===== src/sbcr_params.svh =====
// constants for the stepper bridge current regulator
`ifndef SBCR_PARAMS_SVH
`define SBCR_PARAMS_SVH
`define SBCR_CLK_MHZ        40
`define SBCR_TOFF_FIXED_US  30
`define SBCR_TBLANK_US      1
`define SBCR_TOFF_FIXED_CYC (`SBCR_TOFF_FIXED_US * `SBCR_CLK_MHZ)
`define SBCR_TBLANK_CYC     (`SBCR_TBLANK_US * `SBCR_CLK_MHZ)
`define SBCR_OFF_TIME_SET_PIN_DIV       825
`define SBCR_FAST_NUM       5
`define SBCR_FAST_SHIFT     4
`define SBCR_REG_CTRL       5'h00
`define SBCR_REG_OFFT       5'h04
`define SBCR_REG_STATUS     5'h08
`define SBCR_REG_IRQ_STAT   5'h0c
`define SBCR_REG_IRQ_CLR    5'h10
`define SBCR_REG_IRQ_EN     5'h14
`define SBCR_CTRL_PH_A      0
`define SBCR_CTRL_LVL_A     1
`define SBCR_CTRL_PH_B      3
`define SBCR_CTRL_LVL_B     4
`define SBCR_CTRL_W         6
`define SBCR_CTRL_RST       6'h09
`define SBCR_OFFT_RES_W     20
`define SBCR_OFFT_MODE      20
`define SBCR_OFFT_RST       21'h000000
`define SBCR_IRQ_W          6
`define SBCR_LVL_OFF        2'h3
`define SBCR_GATE_FWD       4'h9
`define SBCR_GATE_REV       4'h6
`define SBCR_GATE_SLOW      4'h5
`endif


===== src/sbcr_pkg.sv =====
// types shared by the stepper bridge current regulator
package sbcr_pkg;
	typedef enum logic [1:0] {ST_IDLE, ST_ON, ST_FAST, ST_SLOW} sbcr_state_type;
	typedef struct packed {
		logic hs_a;
		logic ls_a;
		logic hs_b;
		logic ls_b;
	} sbcr_gate_type;
	typedef logic [16:0] sbcr_cnt_type;
endpackage


===== src/sbcr_top.sv =====
// dual full-bridge fixed off-time pwm current regulator with avalon slave
//
// Notes on behaviour
// - each bridge runs its own fixed off-time pwm loop
// - two level bits pick 100, 66 or 33 percent, or disable bridge
// - on-phase drives one diagonal high-side plus low-side pair
// - comparator trip ends on-phase, drops high side, starts off-time
// - fixed mode gives a 30 us off-time
// - resistor mode gives off-time of resistance over 825 microseconds
// - comparator ignored for 1 us after each regulator switching
// - trip right after blanking gives off-time then retry, repeating
// - short to ground latches bridge off until sleep released
// - gate regulator fault disables all switches
// - overtemperature or pump undervoltage disables, recovers when cleared
// - power-on reset disables switches and sets home step
// - sleep low disables switches, regulator and charge pump
// - fast decay first 31.25 percent of off-time, then slow
// - decay turns on recirculation switches actively
// - rectification stops when winding current nears zero
// - phase and level fields give full, half, quarter steps
`timescale 1ns/1ps
`include "sbcr_params.svh"
`default_nettype none
module sbcr_top
	import sbcr_pkg::*;
(
	// clock and reset
	input  wire logic                   clk_sys,
	input  wire logic                   resetn,
	// avalon-mm slave
	input  wire logic [4:0]             avs_address,
	input  wire logic                   avs_read,
	input  wire logic                   avs_write,
	input  wire logic [31:0]            avs_writedata,
	input  wire logic [3:0]             avs_byteenable,
	output logic [31:0]                 avs_readdata,
	output logic                        avs_waitrequest,
	output logic                        irq,
	// pins from the analog side
	input  wire logic                   sleep_n,
	input  wire logic                   bridge_a_sense_input,
	input  wire logic                   bridge_b_sense_input,
	input  wire logic [1:0]             zero_current,
	input  wire logic [1:0]             short_to_gnd,
	input  wire logic                   gate_regulator_fault,
	input  wire logic                   overtemp,
	input  wire logic                   charge_pump_reservoir_uv,
	// drives to the bridges
	output sbcr_gate_type [1:0]         bridge_gate,
	output logic [3:0]                  trip_level_sel,
	output logic                        charge_pump_en
);
	localparam int NSYNC = 10;
	logic [NSYNC-1:0]               sync1_q;
	logic [NSYNC-1:0]               sync2_q;
	logic                           sleep_s;
	logic                           sleep_prev_q;
	logic                           sleep_rise;
	logic [1:0]                     sense_s;
	logic [1:0]                     zero_s;
	logic [1:0]                     s2g_s;
	logic                           gate_regulator_output_s;
	logic                           ot_s;
	logic                           cpuv_s;
	logic                           shut;
	logic [`SBCR_CTRL_W-1:0]        ctrl_q;
	logic [`SBCR_OFFT_MODE:0]       offt_q;
	logic [`SBCR_IRQ_W-1:0]         irq_stat_q;
	logic [`SBCR_IRQ_W-1:0]         irq_en_q;
	logic [`SBCR_IRQ_W-1:0]         irq_ev;
	logic [`SBCR_IRQ_W-1:0]         irq_clr;
	logic [31:0]                    wmask;
	logic [31:0]                    rd_mux;
	logic                           wr_fire;
	logic [25:0]                    res_prod;
	logic [25:0]                    res_cyc;
	sbcr_cnt_type                   off_cyc;
	sbcr_cnt_type                   fast_cyc;
	sbcr_cnt_type                   slow_len;
	logic [1:0]                     phase;
	logic [1:0][1:0]                level;
	logic [1:0]                     run;
	logic [1:0]                     trip_ev;
	logic [1:0]                     s2g_q;
	sbcr_state_type [1:0]           state_q;
	sbcr_cnt_type [1:0]             tmr_q;
	logic [1:0][5:0]                blank_q;
	sbcr_gate_type [1:0]            gate_q;

	// pins are asynchronous to clk_sys
	always_ff @(posedge clk_sys or negedge resetn) begin
		if (!resetn) begin
			sync1_q <= '0;
			sync2_q <= '0;
		end else begin
			sync1_q <= {charge_pump_reservoir_uv, overtemp, gate_regulator_fault,
				short_to_gnd, zero_current, bridge_b_sense_input,
				bridge_a_sense_input, sleep_n};
			sync2_q <= sync1_q;
		end
	end
	assign sleep_s = sync2_q[0];
	assign sense_s = sync2_q[2:1];
	assign zero_s  = sync2_q[4:3];
	assign s2g_s   = sync2_q[6:5];
	assign gate_regulator_output_s  = sync2_q[7];
	assign ot_s    = sync2_q[8];
	assign cpuv_s  = sync2_q[9];
	assign shut    = gate_regulator_output_s | ot_s | cpuv_s;
	always_ff @(posedge clk_sys or negedge resetn) begin
		if (!resetn) begin
			sleep_prev_q <= 1'b0;
		end else begin
			sleep_prev_q <= sleep_s;
		end
	end
	assign sleep_rise = sleep_s & ~sleep_prev_q;
	// off-time length in cycles; divider is slow but only sees a register
	always_comb begin
		res_prod = 26'(offt_q[`SBCR_OFFT_RES_W-1:0]) * 26'(`SBCR_CLK_MHZ);
		res_cyc  = res_prod / 26'(`SBCR_OFF_TIME_SET_PIN_DIV);
		if (offt_q[`SBCR_OFFT_MODE]) begin
			off_cyc = sbcr_cnt_type'(res_cyc);
		end else begin
			off_cyc = sbcr_cnt_type'(`SBCR_TOFF_FIXED_CYC);
		end
		if (off_cyc == '0) begin
			off_cyc = sbcr_cnt_type'(1);
		end
		fast_cyc = sbcr_cnt_type'((21'(off_cyc) * 21'(`SBCR_FAST_NUM))
			>> `SBCR_FAST_SHIFT);
		slow_len = off_cyc - fast_cyc;
	end
	assign phase = {ctrl_q[`SBCR_CTRL_PH_B], ctrl_q[`SBCR_CTRL_PH_A]};
	assign level[0] = ctrl_q[`SBCR_CTRL_LVL_A +: 2];
	assign level[1] = ctrl_q[`SBCR_CTRL_LVL_B +: 2];
	for (genvar i = 0; i < 2; i++) begin : g_bridge
		assign run[i] = sleep_s & ~shut & ~s2g_q[i] &
			(level[i] != `SBCR_LVL_OFF);
		assign trip_ev[i] = run[i] && state_q[i] == ST_ON &&
			blank_q[i] == '0 && sense_s[i];
		// the latch holds through the short; it clears on wake from sleep
		always_ff @(posedge clk_sys or negedge resetn) begin
			if (!resetn) begin
				s2g_q[i] <= 1'b0;
			end else if (s2g_s[i]) begin
				s2g_q[i] <= 1'b1;
			end else if (sleep_rise) begin
				s2g_q[i] <= 1'b0;
			end
		end
		always_ff @(posedge clk_sys or negedge resetn) begin
			if (!resetn) begin
				state_q[i] <= ST_IDLE;
				tmr_q[i]   <= '0;
				blank_q[i] <= '0;
			end else if (!run[i]) begin
				state_q[i] <= ST_IDLE;
				tmr_q[i]   <= '0;
				blank_q[i] <= '0;
			end else begin
				unique case (state_q[i])
					ST_IDLE: begin
						state_q[i] <= ST_ON;
						blank_q[i] <= 6'(`SBCR_TBLANK_CYC);
					end
					ST_ON: begin
						if (blank_q[i] != '0) begin
							blank_q[i] <= blank_q[i] - 6'h01;
						end else if (sense_s[i]) begin
							state_q[i] <= ST_FAST;
							tmr_q[i]   <= off_cyc - sbcr_cnt_type'(1);
						end
					end
					ST_FAST: begin
						tmr_q[i] <= tmr_q[i] - sbcr_cnt_type'(1);
						if (tmr_q[i] <= slow_len) begin
							state_q[i] <= ST_SLOW;
						end
					end
					ST_SLOW: begin
						if (tmr_q[i] == '0) begin
							state_q[i] <= ST_ON;
							blank_q[i] <= 6'(`SBCR_TBLANK_CYC);
						end else begin
							tmr_q[i] <= tmr_q[i] - sbcr_cnt_type'(1);
						end
					end
				endcase
			end
		end
		// no dead time here; the analog drivers add crossover delay
		always_ff @(posedge clk_sys or negedge resetn) begin
			if (!resetn) begin
				gate_q[i] <= '0;
			end else if (!run[i]) begin
				gate_q[i] <= '0;
			end else begin
				unique case (state_q[i])
					ST_IDLE: gate_q[i] <= '0;
					ST_ON: begin
						gate_q[i] <= phase[i] ? `SBCR_GATE_FWD
							: `SBCR_GATE_REV;
					end
					ST_FAST: begin
						if (zero_s[i]) begin
							gate_q[i] <= '0;
						end else begin
							gate_q[i] <= phase[i] ? `SBCR_GATE_REV
								: `SBCR_GATE_FWD;
						end
					end
					ST_SLOW: begin
						gate_q[i] <= zero_s[i] ? 4'h0
							: `SBCR_GATE_SLOW;
					end
				endcase
			end
		end

	end

	// software-visible registers
	assign wmask = {{8{avs_byteenable[3]}}, {8{avs_byteenable[2]}},
		{8{avs_byteenable[1]}}, {8{avs_byteenable[0]}}};
	assign wr_fire = avs_write && !avs_waitrequest;

	always_ff @(posedge clk_sys or negedge resetn) begin
		if (!resetn) begin
			ctrl_q <= `SBCR_CTRL_RST;
		end else if (wr_fire && avs_address == `SBCR_REG_CTRL) begin
			ctrl_q <= (ctrl_q & ~wmask[`SBCR_CTRL_W-1:0])
				| (avs_writedata[`SBCR_CTRL_W-1:0] & wmask[`SBCR_CTRL_W-1:0]);
		end
	end

	always_ff @(posedge clk_sys or negedge resetn) begin
		if (!resetn) begin
			offt_q <= `SBCR_OFFT_RST;
		end else if (wr_fire && avs_address == `SBCR_REG_OFFT) begin
			offt_q <= (offt_q & ~wmask[`SBCR_OFFT_MODE:0])
				| (avs_writedata[`SBCR_OFFT_MODE:0] & wmask[`SBCR_OFFT_MODE:0]);
		end
	end

	always_ff @(posedge clk_sys or negedge resetn) begin
		if (!resetn) begin
			irq_en_q <= '0;
		end else if (wr_fire && avs_address == `SBCR_REG_IRQ_EN) begin
			irq_en_q <= (irq_en_q & ~wmask[`SBCR_IRQ_W-1:0])
				| (avs_writedata[`SBCR_IRQ_W-1:0] & wmask[`SBCR_IRQ_W-1:0]);
		end
	end

	assign irq_ev  = {ot_s, gate_regulator_output_s | cpuv_s, s2g_q, trip_ev};
	assign irq_clr = (wr_fire && avs_address == `SBCR_REG_IRQ_CLR)
		? avs_writedata[`SBCR_IRQ_W-1:0] & wmask[`SBCR_IRQ_W-1:0] : '0;

	// a new event in the clear cycle stays set
	always_ff @(posedge clk_sys or negedge resetn) begin
		if (!resetn) begin
			irq_stat_q <= '0;
		end else begin
			irq_stat_q <= (irq_stat_q & ~irq_clr) | irq_ev;
		end
	end

	always_ff @(posedge clk_sys or negedge resetn) begin
		if (!resetn) begin
			irq <= 1'b0;
		end else begin
			irq <= |(irq_stat_q & irq_en_q);
		end
	end

	always_comb begin
		unique case (avs_address)
			`SBCR_REG_CTRL:     rd_mux = 32'(ctrl_q);
			`SBCR_REG_OFFT:     rd_mux = 32'(offt_q);
			`SBCR_REG_STATUS:   rd_mux = 32'({~sleep_s, shut, s2g_q,
				2'(state_q[1]), 2'(state_q[0])});
			`SBCR_REG_IRQ_STAT: rd_mux = 32'(irq_stat_q);
			`SBCR_REG_IRQ_EN:   rd_mux = 32'(irq_en_q);
			default:            rd_mux = 32'h0000_0000;
		endcase
	end

	// one wait cycle per access; read data stand while waitrequest is low
	always_ff @(posedge clk_sys or negedge resetn) begin
		if (!resetn) begin
			avs_waitrequest <= 1'b1;
			avs_readdata    <= 32'h0000_0000;
		end else if (avs_waitrequest && (avs_read || avs_write)) begin
			avs_waitrequest <= 1'b0;
			avs_readdata    <= avs_read ? rd_mux : 32'h0000_0000;
		end else begin
			avs_waitrequest <= 1'b1;
		end
	end

	always_ff @(posedge clk_sys or negedge resetn) begin
		if (!resetn) begin
			charge_pump_en <= 1'b0;
			trip_level_sel <= 4'h0;
			bridge_gate    <= '0;
		end else begin
			charge_pump_en <= sleep_s;
			trip_level_sel <= {level[1], level[0]};
			bridge_gate    <= gate_q;
		end
	end
endmodule
`default_nettype wire


===== config.mk =====
export PLATFORM = sky130hd
export DESIGN_NAME = sbcr_top
export DESIGN_NICKNAME = d
export VERILOG_FILES = /design/src/sbcr_pkg.sv /design/src/sbcr_top.sv
export VERILOG_INCLUDE_DIRS = /design/src /design/src/src
export SDC_FILE = /design/constraint.sdc
export NUM_CORES = 1
export LEC_CHECK = 0
export ABC_AREA = 1
export BUFFER_PORTS_ARGS = -buffer_cell sky130_fd_sc_hd__buf_2
export CAP_MARGIN = 10
export CORE_AREA = 2 2 178 180
export DETAILED_ROUTE_END_ITERATION = 10
export DIE_AREA = 0 0 180 182
export HOLD_SLACK_MARGIN = 0.05
export PLACE_DENSITY = 0.75
export SLEW_MARGIN = 20
export SYNTH_ARGS = -nofsm -noshare
export SYNTH_HDL_FRONTEND = slang
export SYNTH_SLANG_ARGS = --single-unit

===== constraint.sdc =====
create_clock -name clk_sys -period 16.9 [get_ports clk_sys]
set_clock_uncertainty 0.15 [all_clocks]
set_input_delay 5.07 -clock clk_sys [delete_from_list [all_inputs] [get_ports clk_sys]]
set_output_delay 5.07 -clock clk_sys [all_outputs]
set_load 0.03 [all_outputs]

==> results.toml <==
[clocking]
cts_htree_levels = 4
cts.sinks = 155
clock_latency_ns = 0.45
cts.clk_slew.worst_paths_ns = 0.07
cts_tree = "yes"
hold_buffers = 0
cts_buffers = 17
cts_root_buffer = "clkbuf_16"
clockBufferDepth = 2

[route]
vias = 19980
antenna_left = 0
totalWireLength_um = 57090
drtIter0Drc = 1556
vias_per_cell = 5.635
drc = 0
post_drt_wl_per_cell_um = 16.10
first_pass_iters = 7

[logic_synthesis]
synth-seq-cells = 155
ys_warn_count = 0
syn_area_sq_mm = 0.01669
ys_seq_area_frac = 0.2326
synth_ff_type = "dfrtp_1"
syn_inst = 2519
synth_edf_count = 0
ys_async_sr_fraction = 1.000
syn_avg_cell_area_sq_um = 6.627
synth_cell_types = 66

[worst_setup_path]
worstPathMaxFanout = 8
cp.arrival_ns = 18.78
r2r-end = "state_q[3]"
reg2reg_depth = 157
crit_type = "reg -> reg"
critPathRequiredTime_ns = 17.13
cp-start-kind = "register"
crit_slowest_cell = "dfrtp_2"
cp_common_cell = "nand2_2"
reg2reg_slack_ns = -1.65
slowest_delay_ns = 0.48
end_kind = "register"

[timing]
fin_crit_sh = 1.098
report.final.slew_viol_count = 0
final-setup-viol-count = 4
worst_pin_slew_ns = 0.8954
slew_headroom = 0.4031
rsz0062_at_grt = "yes"
fin_crit_ns = 18.55
fmax_ghz = 0.05391
hold_slack_ns = 0.1932
finalWorstSetupSlack_ns = -1.651
final.setup.tns_ns = -6.308
final_hold_viol_count = 0

[grt]
grt_overflow = 0
grt.total_usage = 0.3081
grt_pass1_vias = 18890
antenna_found_initial = 0
grt_max_degree = 93
grt_pass1_wl_um = 85480

[floorplan]
die_width_um = 180
placementRows = 65
start_util = 0.5387
die_y_um = 182
coreArea_sq_mm = 0.03099
io_pins = 102
dieArea_sq_mm = 0.03276

[run_status]
status = "finished with violations"
violations = "setup timing"

[placed_design]
dpl_cell_area_sq_mm = 0.02077
hpwlAfterDp_um = 37550
port_buffers = 78
place_congestion = 0.9120

[min_path]
min_to = "sync2_q[8]"
min_path_type = "reg -> reg"
min_path_cells = 0
hold_start = "sync1_q[8]"

[final_layout]
final_layout_size_suffix_gt1_frac = 0.3791
nets = 3312
area_growth_pct = 42.83
antenna_cells = 0
stdcell_area_sq_mm = 0.02384

[flow_run]
maxCapViolCount = 0
==> metrics by stage <==
stage	std cells	setup WS [ns]	util
after CTS	3519	-0.7801	0.7373
final	3546	-1.651	0.7695
after detailed placement	3405	-1.682	0.6702
after floorplan	2529	0.0003411	-
after global placement	3405	-1.157	0.6702
after global routing	3546	-2.684	0.7695
==> synthesized netlist by cell type (all sizes together), types with 2 or more instances <==
| cell type | number | area share |
|---|---|---|
| o21ai | 164 | 0.050 |
| fa | 3 | 0.0036 |
| nand3b | 11 | 0.0049 |
| nand4 | 55 | 0.027 |
| mux2 | 3 | 0.0020 |
| o22ai | 24 | 0.0090 |
| dfrtp | 152 | 0.23 |
| o32ai | 10 | 0.0052 |
| nor4 | 11 | 0.0041 |
| ha | 123 | 0.092 |
| nand3 | 216 | 0.072 |
| o21bai | 13 | 0.0065 |
| dfstp | 3 | 0.0047 |
| xnor2 | 33 | 0.017 |
| xor2 | 65 | 0.034 |
| and2 | 7 | 0.0027 |
| nand2 | 752 | 0.19 |
| a31oi | 3 | 0.0011 |
| clkinv | 8 | 0.0018 |
| a22oi | 2 | 0.00090 |
| buf | 25 | 0.013 |
| a221oi | 2 | 0.0010 |
| or2 | 6 | 0.0022 |
| a21boi | 3 | 0.0013 |
| inv | 369 | 0.083 |
| a21o | 4 | 0.0018 |
| o221ai | 2 | 0.0010 |
| clkbuf | 15 | 0.0034 |
| nor3 | 23 | 0.0072 |
| a21oi | 115 | 0.037 |
| o31ai | 6 | 0.0027 |
| o211ai | 13 | 0.0058 |
| a311oi | 5 | 0.0026 |
| nor2 | 266 | 0.074 |
==> worst max-delay path: cells and delay by family, from the launching register on <==
| kind | cells | cell delay, ns |
|---|---|---|
| flip-flops | 1 | 0.48 |
| AO/OA/AOI/OAI | 12 | 1.95 |
| AND/OR/NAND/NOR | 98 | 9.36 |
| adder cells (fa/ha/maj) | 7 | 1.98 |
| buffers and inverters | 37 | 3.98 |
| XOR/XNOR | 3 | 0.53 |
==> worst max path at each step <==
stage              from          to  cells past startpoint
2_1_floorplan  register  state_q[0]                    161
3_3_place_gp   register  state_q[1]                    156
3_5_place_dp   register  state_q[1]                    158
4_1_cts        register  state_q[1]                    155
5_1_grt        register  state_q[3]                    161
6_report       register  state_q[3]                    157
==> repair_timing <==
item	CTS	global route
cloned	5	0
setup buffers	77	27
pin swaps	127	148
resized for setup	217	160
setup endpoints to repair	4	4
==> logic make-up (layout without fill, tap and decap cells) <==
| logic type | after synthesis | in the layout | synth area share |
|---|---|---|---|
| AO/OA/AOI/OAI | 371 | 371 | 0.1290 |
| XOR/XNOR | 98 | 98 | 0.05142 |
| adder cells (fa/ha/maj) | 126 | 126 | 0.09579 |
| buffers and inverters | 417 | 1027 | 0.1009 |
| flip-flops | 155 | 155 | 0.2326 |
| multiplexers | 3 | 3 | 0.002024 |
| other | 1 | 11 | 0.0002246 |
| AND/OR/NAND/NOR | 1348 | 1353 | 0.3881 |
==> per-layer routing <==
metal	track usage	wire [um]	vias up
li1	-	-	9437
met1	0.3633	22140	9376
met2	0.5658	28610	890
met3	0.04091	3381	277
met4	0.1203	2948	0
met5	0	0	-
==> area by class of cell <==
class,count,area (sq um)
Clock buffer,17,425.4
Clock inverter,15,156.4
Fill cell,2016,7143
Inverter,377,1425
Multi-Input combinational cell,1962,12840
Sequential cell,155,3891
Tap cell,402,503.0
Timing Repair Buffer,618,4598
==> layout by cell type (no fill, tap or decap), drive strengths merged, types with 17 or more instances in the layout <==
cell    instances
xnor2          33
buf           618
nand2         756
o22ai          24
nor2          266
ha            123
inv           378
xor2           65
nor3           23
dfrtp         152
nand4          55
a21oi         115
clkbuf         17
o21ai         164
nand3         217
Power is not shown: default switching activity piles up to over one toggle a cycle in this logic, so the estimate is an artifact.
